`src/hdl/strap_led_pkg.sv`:
```
package strap_led_pkg;

    // ------------------------------------------------------------
    // pin positions and timing
    // ------------------------------------------------------------
    localparam int unsigned PIN_COUNT       = 3;
    localparam int unsigned PIN_ACTIVITY    = 0;
    localparam int unsigned PIN_COLLISION   = 1;
    localparam int unsigned PIN_LINK        = 2;
    localparam logic [2:0]  STRAP_RESET_VAL = 3'h0;
    localparam int unsigned CLK_PERIOD_NS   = 10;
    localparam int unsigned COL_STRETCH_MS  = 70;
    localparam int unsigned COL_STRETCH_CYC = COL_STRETCH_MS * 1000000 / CLK_PERIOD_NS;
    localparam int unsigned COL_CNT_W       = 23;

    // ------------------------------------------------------------
    // carriers
    // ------------------------------------------------------------
    typedef struct packed {
        logic rx_active;
        logic tx_active;
        logic collision;
        logic link_up;
    } status_in_t;

    typedef struct packed {
        logic [PIN_COUNT-1:0] level_in;
    } pin_in_t;

    typedef struct packed {
        logic [PIN_COUNT-1:0] level_out;
        logic [PIN_COUNT-1:0] oe_n;
    } pin_out_t;

    typedef enum logic [1:0] {
        ST_STRAP = 2'b01,
        ST_DRIVE = 2'b10
    } pin_state_t;

endpackage : strap_led_pkg

```
`src/hdl/collision_stretch.sv`:
```
`timescale 1ns/1ns
module collision_stretch
    import strap_led_pkg::*;
#(
    parameter int unsigned STRETCH_CYC = COL_STRETCH_CYC
) (
    // clock and reset
    input  wire logic clk,
    input  wire logic reset_n,
    // collision in, stretched indication out
    input  wire logic collision,
    output logic      stretched
);

    logic [COL_CNT_W-1:0] count;
    logic [COL_CNT_W-1:0] next_count;
    logic                 next_stretched;

    // reload on every collision, count down afterwards
    always_comb begin
        next_count     = count;
        next_stretched = stretched;
        if (collision) begin
            next_count     = COL_CNT_W'(STRETCH_CYC - 1);
            next_stretched = 1'b1;
        end else if (count != '0) begin
            next_count     = count - 1'b1;
            next_stretched = 1'b1;
        end else begin
            next_stretched = 1'b0;
        end
    end

    // registers
    always_ff @(posedge clk or negedge reset_n) begin
        if (!reset_n) begin
            count     <= '0;
            stretched <= 1'b0;
        end else begin
            count     <= next_count;
            stretched <= next_stretched;
        end
    end

endmodule : collision_stretch

```
`src/hdl/strap_led_pin_sharing.sv`:
```
// Functional notes
// - during hardware reset pins are inputs; level sampled on reset exit.
// - after the sample is taken every shared pin becomes an output.
// - software reset neither resamples nor alters captured values; pins stay outputs.
// - asserted indication drives inverse of sampled level; deasserted drives sampled level.
// - low sample gives address bit zero, high sample gives one.
// - bit 0 from activity pin, bit 1 collision pin, bit 2 link pin.
// - activity indication is receive or transmit activity.
// - collision indication stretched about 70 ms, drops when no collision seen.
// - link indication follows valid link status.
`timescale 1ns/1ns
module strap_led_pin_sharing
    import strap_led_pkg::*;
#(
    parameter int unsigned STRETCH_CYC = COL_STRETCH_CYC
) (
    // clock and reset
    input  wire logic                   clk,
    input  wire logic                   reset_n,
    input  wire logic                   soft_reset,
    // status from the phy core
    input  wire strap_led_pkg::status_in_t status,
    // shared pins
    input  wire strap_led_pkg::pin_in_t  pins_in,
    output strap_led_pkg::pin_out_t      pins_out,
    // captured address bits 0 to 2
    output logic [2:0]                  phy_strap_address
);

    import strap_led_pkg::*;

    // ------------------------------------------------------------
    // timing at a glance
    // ------------------------------------------------------------
    // reset_n low: every pin released, address cleared
    // first edge after release: strap loaded, pins start to drive
    // strap is the pin level two edges before that first edge,
    // so the pulls must settle while reset_n is still low
    // activity and link reach the pins three edges after status moves
    // collision reaches its pin one edge later, through the stretcher
    // soft_reset darkens activity and link, never releases a pin
    // the leds sit in series with the pulls: driving the inverse of
    // the strap lights them, driving the strap level keeps them dark
    // pins_in is not read again once the strap is loaded
    // a hardware reset in mid-run releases the pins at once,
    // and the next release samples the pulls afresh

    // ------------------------------------------------------------
    // pin input synchroniser
    // ------------------------------------------------------------
    logic [PIN_COUNT-1:0] sync_a;
    logic [PIN_COUNT-1:0] sync_b;
    logic [PIN_COUNT-1:0] next_sync_a;
    logic [PIN_COUNT-1:0] next_sync_b;

    // next values; the pins are board levels, foreign to clk
    always_comb begin
        next_sync_a = pins_in.level_in;
        next_sync_b = sync_a;
    end

    // no reset: the chain tracks the pulls while reset_n is low,
    // else the first edge after release would capture zeros
    always_ff @(posedge clk) begin
        sync_a <= next_sync_a;
        sync_b <= next_sync_b;
    end

    // ------------------------------------------------------------
    // status synchroniser
    // ------------------------------------------------------------
    logic [PIN_COUNT-1:0] status_raw;
    logic [PIN_COUNT-1:0] status_a;
    logic [PIN_COUNT-1:0] status_b;
    logic [PIN_COUNT-1:0] next_status_a;
    logic [PIN_COUNT-1:0] next_status_b;

    // one bit per pin; activity is receive or transmit
    always_comb begin
        status_raw                = '0;
        status_raw[PIN_ACTIVITY]  = status.rx_active | status.tx_active;
        status_raw[PIN_COLLISION] = status.collision;
        status_raw[PIN_LINK]      = status.link_up;
    end

    // next values; status comes from other clocks of the core
    always_comb begin
        next_status_a = status_raw;
        next_status_b = status_a;
    end

    // status starts idle so no indication flashes on release
    always_ff @(posedge clk or negedge reset_n) begin
        if (!reset_n) begin
            status_a <= '0;
            status_b <= '0;
        end else begin
            status_a <= next_status_a;
            status_b <= next_status_b;
        end
    end

    // ------------------------------------------------------------
    // pin direction
    // ------------------------------------------------------------
    pin_state_t           state;
    pin_state_t           next_state;

    // sampling lasts one edge, then the pins drive for good
    always_comb begin
        next_state = state;
        unique case (state)
            ST_STRAP: begin
                next_state = ST_DRIVE;
            end
            ST_DRIVE: begin
                next_state = ST_DRIVE;
            end
            default: begin
                next_state = ST_STRAP;
            end
        endcase
    end

    // direction register, cleared only by hardware reset;
    // a software reset never sends the pins back to inputs
    always_ff @(posedge clk or negedge reset_n) begin
        if (!reset_n) begin
            state <= ST_STRAP;
        end else begin
            state <= next_state;
        end
    end

    // ------------------------------------------------------------
    // strap capture
    // ------------------------------------------------------------
    logic [2:0]           next_strap;

    // strap loads once, on the edge that leaves the sampling state
    always_comb begin
        next_strap = phy_strap_address;
        if (state == ST_STRAP) begin
            next_strap = sync_b;
        end
    end

    // soft_reset deliberately not used, so the strap survives it
    always_ff @(posedge clk or negedge reset_n) begin
        if (!reset_n) begin
            phy_strap_address <= STRAP_RESET_VAL;
        end else begin
            phy_strap_address <= next_strap;
        end
    end

    // ------------------------------------------------------------
    // collision stretch
    // ------------------------------------------------------------
    logic col_stretched;

    // a short collision lights its led long enough to be seen;
    // every new collision restarts the hold, so bursts merge
    collision_stretch #(
        .STRETCH_CYC (STRETCH_CYC)
    ) u_col (
        .clk       (clk),
        .reset_n   (reset_n),
        .collision (status_b[PIN_COLLISION]),
        .stretched (col_stretched)
    );

    // ------------------------------------------------------------
    // indications
    // ------------------------------------------------------------
    logic [PIN_COUNT-1:0] indication;

    // indication per pin; software reset darkens activity and link,
    // the collision stretch keeps running through it
    always_comb begin
        indication                = '0;
        indication[PIN_ACTIVITY]  = status_b[PIN_ACTIVITY] & ~soft_reset;
        indication[PIN_COLLISION] = col_stretched;
        indication[PIN_LINK]      = status_b[PIN_LINK] & ~soft_reset;
    end

    // ------------------------------------------------------------
    // per-pin drive
    // ------------------------------------------------------------
    logic                 driving;
    wire  [PIN_COUNT-1:0] next_level;
    wire  [PIN_COUNT-1:0] next_oe_n;
    pin_out_t             next_pins_out;

    // pins turn to outputs on the edge that captures the strap
    assign driving = (next_state == ST_DRIVE);

    // one slice per shared pin
    for (genvar i = 0; i < PIN_COUNT; i++) begin : g_pin
        // released: no level; driven: indication xor captured strap
        assign next_level[i] = driving & (indication[i] ^ next_strap[i]);
        // low while the pin drives its led
        assign next_oe_n[i]  = ~driving;
    end

    // pack the slices for the output register
    always_comb begin
        next_pins_out.level_out = next_level;
        next_pins_out.oe_n      = next_oe_n;
    end

    // pins released (oe_n high) through hardware reset
    always_ff @(posedge clk or negedge reset_n) begin
        if (!reset_n) begin
            pins_out <= '{level_out: '0, oe_n: '1};
        end else begin
            pins_out <= next_pins_out;
        end
    end

endmodule : strap_led_pin_sharing

```
`config.mk`:
```
export PLATFORM = sky130hd
export DESIGN_NAME = strap_led_pin_sharing
export DESIGN_NICKNAME = d
export VERILOG_FILES = /design/src/hdl/strap_led_pkg.sv /design/src/hdl/collision_stretch.sv /design/src/hdl/strap_led_pin_sharing.sv
export SDC_FILE = /design/constraint.sdc
export NUM_CORES = 1
export LEC_CHECK = 0
export BUFFER_PORTS_ARGS = -buffer_cell sky130_fd_sc_hd__buf_4
export CAP_MARGIN = 20
export CORE_MARGIN = 2
export CORE_UTILIZATION = 57
export DETAILED_ROUTE_END_ITERATION = 8
export GPL_TIMING_DRIVEN = 0
export PLACE_DENSITY = 0.78
export SYNTH_ARGS = -nofsm -noshare
export SYNTH_HDL_FRONTEND = slang
export SYNTH_SLANG_ARGS = --single-unit
```
`constraint.sdc`:
```
create_clock -name clk -period 2.16 [get_ports clk]
set_input_delay 0.432 -clock clk [delete_from_list [all_inputs] [get_ports clk]]
set_output_delay 0.432 -clock clk [all_outputs]
set_load 0.05 [all_outputs]
```
### After elaboration in Yosys (flattened, before gate mapping)

Index checks and enable logic that the tools add are counted.
W data, S select, Z words.

* flip-flop bits (word level): 45
* logic and storage cells: 34

* equality and inequality tests: 3
* reductions and logical operators: 3
* multiplexer cells: 6
* $add $sub $neg: 1
* bitwise gates (word level): 11

Operator list (count)
* $mux W23: 2
* $reduce_bool A23 Y1: 1
* $sub A23 B1 Y23 const B: 1
* $and A1 B1 Y1: 5
* $eq A2 B2 Y1 const B: 2
* $mux W3: 1
* $xor A1 B1 Y1: 3
* $eq A2 B1 Y1 const B: 1
* $mux W1: 2
* $mux W2: 1
* $not A1 Y1: 2
* $reduce_bool A2 Y1: 1
* $reduce_or A2 Y1: 1
* $or A1 B1 Y1: 1

### Longest topological paths before layout

* depth in word-level cells: 5
* gate-level depth with buffers: 8
* depth with buffers taken out: 7

### By module

From an unflattened synthesis, not the netlist that was laid out.

* cells, all modules: 169
* area total of the unflattened synthesis: 1938.1 µm²

By module, submodules not included
* collision_stretch: area an instance 1310.0 µm², cells an instance 130, times used 1, sequential area each 600.6 µm²
* strap_led_pin_sharing: area an instance 628.1 µm², cells an instance 39, times used 1, sequential area each 471.7 µm²

### Worst setup path before layout

OpenSTA, ideal clock, no wires.

* kind: reg2reg
* from: register u_col.count[9]
* to: register u_col.count[14]
* buffers on the path: 0
* clock period less this slack: 1.949 ns
* slack: 0.211 ns
* stages on the path, launching flop included: 6
* arrival time: 1.823 ns
* required time: 2.033 ns
* cells stage by stage: dfrtp_1 > or3_4 > or4_1 > or4_1 > a21oi_1 > o31ai_1

* cells in the longest elaborated chain, start to end: 3
* elaborated cells on any way between the ends: 5
* classes of those cells: add/sub: 1; mux: 2; reduce/logical: 2

RTL lines
* start: declaration: line collision_stretch.sv:15 `logic [COL_CNT_W-1:0] count;`
* start signal: assignment: line collision_stretch.sv:40 `count <= next_count;`
* $sub A23 B1 Y23: line collision_stretch.sv:27 `next_count = count - 1'b1;`
* $mux W23: line collision_stretch.sv:26 `end else if (count != '0) begin`
* $mux W23: line collision_stretch.sv:23 `if (collision) begin`

Parallel ways exist; a longest one is shown, timed or not. The select of a mux whose other input is x is not followed.
A chain may end at the register's enable or synchronous reset.

### Final worst setup path

* from: register u_col.count[3]
* to: register u_col.count[11]

Same word-level chain as after synthesis.

==> flow_summary.ini <==
[timing]
fin_worst_skew_ns = 0.0117
whs_ns = -0.00696
max_freq_mhz = 474
worst_slew_pin_slew_ns = 0.503
finalCritPeriodShare_pct = 97.7
setup_tns_ns = 0
final_hold_viol_count = 4
period_minus_slack_ns = 2.11
grt_setup_unrepaired = false
setup_viol = 0
relSlewSlack_pct = 66.5
final-max-slew-violation-count = 0

[synthesis]
synth_top_family_by_area = simple AND/OR/NAND/NOR gates
avgSynthCellArea_um2 = 11.0
synthTopCellsByArea = dfrtp_1 50%, dfxtp_1 6.5%, xor2_1 3.8%
syn_nets = 180
synth_top_cell_by_area = dfrtp_1
synthCells = 168
netlist_area_um2 = 1850
synth_compound_area_share_pct = 7.12
synth_xor_area_share_pct = 5.69
seq_area_frac_synth_pct = 58.1
muxShareOfSynthArea_pct = 2.98
ys_types = 38
synthAdderAreaFrac_pct = 1.36
synthSimpleGateAreaFrac_pct = 21.2
yosysTopAreaCellShare_pct = 50.2
synth_warnings = 0
yosys_register_bits = 44

[placed_design]
dp.cells = 230
portBuffers = 18
gp_congestion = 0.859
place_hpwl_um = 2390
place_area_um2 = 2040

[finish]
register_area_um2 = 1080
fin_nets = 208
multi_input_area_um2 = 748
diodes = 0
syn2layout_area_growth_pct = 19.5
stdcell_count = 241
fillers = 242
utilization_pct = 71.6
drive_above_1_share_pct = 27.9
final_area_um2 = 2200

[worst_hold_path]
hp-class = in -> async

[global_routing]
grt_overflow = 0
grt_antenna_before_repair = 0
grt_pass1_wl_um = 5650
grt_pass1_vias = 1308
track_usage_pct = 21.5
grt_start_max_net_pins = 39

[status]
outcome = complete, but fails checks
failed_checks = negative hold slack

[power]
power.density_nw_per_um2 = 714
power.leakage_nw = 0.858
ir_worst_vdd_mv = 0.897

[die]
io_pins = 19
rows = 20
die_height_um = 60.9
start_util_pct = 60.0
core_um2 = 3080
dieArea_um2 = 3710
fp.dieW_um = 60.9

[worst_setup_path]
path_class = reg -> reg
critPathRequiredTime_ns = 2.47
cp-endpoint = u_col.count[11]
crit_arrival_ns = 2.42
rrSetupSlack_ns = 0.05
timing.rr.end = u_col.count[11]
critPathCaptureType = flip-flop
worstRegToRegCells = 6
cp_max_fo = 8
cp-startpoint = u_col.count[3]
start_kind = flip-flop
regToRegStartpoint = u_col.count[3]

[routing]
vias = 1375
drtIter0Drc = 93
postRouteAntennaNets = 0
drc = 0
dr.pass1.iters = 4
via_per_inst = 5.71
routedWlPerCell_um = 14.5
wirelength_um = 3490

[cts]
clock_path_buffers = 2
tritoncts = yes
root_buffer = clkbuf_4
cts_inserted_buffers = 5
cts_hold_buf = 0
htree_levels = 2
clock_sinks = 44
clk_pin_slew_worst_paths_ns = 0.13
clk_latency_ns = 0.37

[job]
cap_viol_max_count = 0
## kinds of logic after synthesis
family | count (synthesis)
and+or+nand+nor | 69
adders and majority gates | 2
AOI/OAI and AO/OA | 22
DFF | 44
buffers and inverters | 14
muxes | 5
xor gates and xnor gates | 12
## synth_stat cells
| cell | number |
|---|---|
| nor4b_1 | 2 |
| inv_1 | 6 |
| nor2b_1 | 3 |
| nor4_1 | 5 |
| mux2i_1 | 1 |
| nor3b_1 | 2 |
| buf_2 | 1 |
| or3_2 | 3 |
| xnor2_1 | 4 |
| nand3_1 | 5 |
| nand2_1 | 13 |
| a21oi_1 | 5 |
| clkbuf_2 | 1 |
| or4_4 | 1 |
| or4_1 | 4 |
| mux2_2 | 4 |
| or3_4 | 1 |
| o21ai_2 | 1 |
| buf_4 | 3 |
| xor2_1 | 8 |
| nor2_1 | 14 |
| nand2b_1 | 1 |
| clkbuf_1 | 3 |
| or2_2 | 1 |
| or3_1 | 3 |
| dfrtp_1 | 37 |
| dfxtp_1 | 6 |
| ha_1 | 2 |
| o31ai_1 | 2 |
| dfstp_2 | 1 |
| o31a_1 | 1 |
| nor3_1 | 5 |
| o41ai_1 | 1 |
| and2_1 | 1 |
| o21ai_0 | 10 |
| nand4_1 | 4 |
| o211ai_1 | 2 |
| nor3b_4 | 1 |
## power by group
group | leakage, nW | internal, mW | total, mW | switching, mW
Clock | 0.0525 | 0.361 | 0.617 | 0.256
Combinational | 0.354 | 0.0365 | 0.102 | 0.0658
Sequential | 0.451 | 0.846 | 0.855 | 0.00969
Total | 0.858 | 1.24 | 1.57 | 0.332
## layer usage
| metal | vias up | part of all wire [%] | global-route usage (%) |
|---|---|---|---|
| met4 | 0 | 2.1 | 11.8 |
| met5 | - | 0 | 0 |
| met3 | 8 | 4.0 | 4.48 |
| met1 | 679 | 43 | 27.3 |
| met2 | 41 | 51 | 34.4 |
| li1 | 647 | - | - |
## worst min-delay path by stage
stage,from,endpoint,slack (ns),cells after the start
3_3_place_gp,next_sync_b[1],sync_b[1],0.31,0
2_1_floorplan,reset_n,next_status_b[0],0.14,0
6_report,reset_n,state[1],-0.007,1
4_1_cts,reset_n,state[1],0.008,1
3_5_place_dp,next_sync_b[2],sync_b[2],0.31,0
5_1_grt,reset_n,state[1],0.01,1
## timing repair
| item | 4_1_cts | 5_1_grt |
|---|---|---|
| endpoints found under the setup margin | 2 | 9 |
| setup buffers | 0 | 3 |
| gates cloned | 0 | 0 |
| resized for setup | 1 | 10 |
## state kept, by name (all words and copies together) (netlist names)
name               cells
next_sync_b            3
u_col.count           23
pins_out               3
phy_strap_address      3
u_col.stretched        1
next_status_b          3
state                  2
status_b               3
sync_b                 3
## per-stage QoR
stage	hold WS [ns]	total power, mW	worst slack [ns]
2_1_floorplan	0.136	0.927	0.211
3_3_place_gp	0.311	0.971	0.0971
3_5_place_dp	0.312	0.975	0.0283
4_1_cts	0.00790	1.59	0.0327
5_1_grt	0.0150	1.64	0.00711
6_report	-0.00696	1.57	0.0486
## cells in the final DEF, fill, tap and decap left out, types with 3 or more instances in the layout
master and instances:
or3_2 3, nor2b_1 3, nand2_1 13, a21oi_1 4, clkbuf_4 5, xor2_1 8
dfrtp_2 3, clkbuf_1 4, buf_4 24, xnor2_1 4, nor3_1 5, or3_1 3
or4_1 3, nor2_1 14, nand3_1 5, nor4_1 3, dfxtp_1 6, nand4_1 4
o21ai_0 9, inv_1 6, dfrtp_1 34, mux2_2 4
## cell type report
| cell class | instances | area share, % |
|---|---|---|
| multi-input cells | 110 | 33.9 |
| well taps | 44 | 2.50 |
| flip-flops and latches | 44 | 48.8 |
| clock buffers | 6 | 1.87 |
| clock inverters | 2 | 2.72 |
| plain buffers | 8 | 1.99 |
| inverters | 6 | 1.02 |
| repair buffers | 21 | 7.15 |
## critical path, stage by stage, from the launching register on
cell      delay [ns]
dfrtp_1         0.38
clkbuf_2        0.16
or4_4           0.53
nor3b_4         0.29
o21ai_2         0.17
or3_2           0.45
nand3_1         0.10
Power figures use the tool's default switching activity.
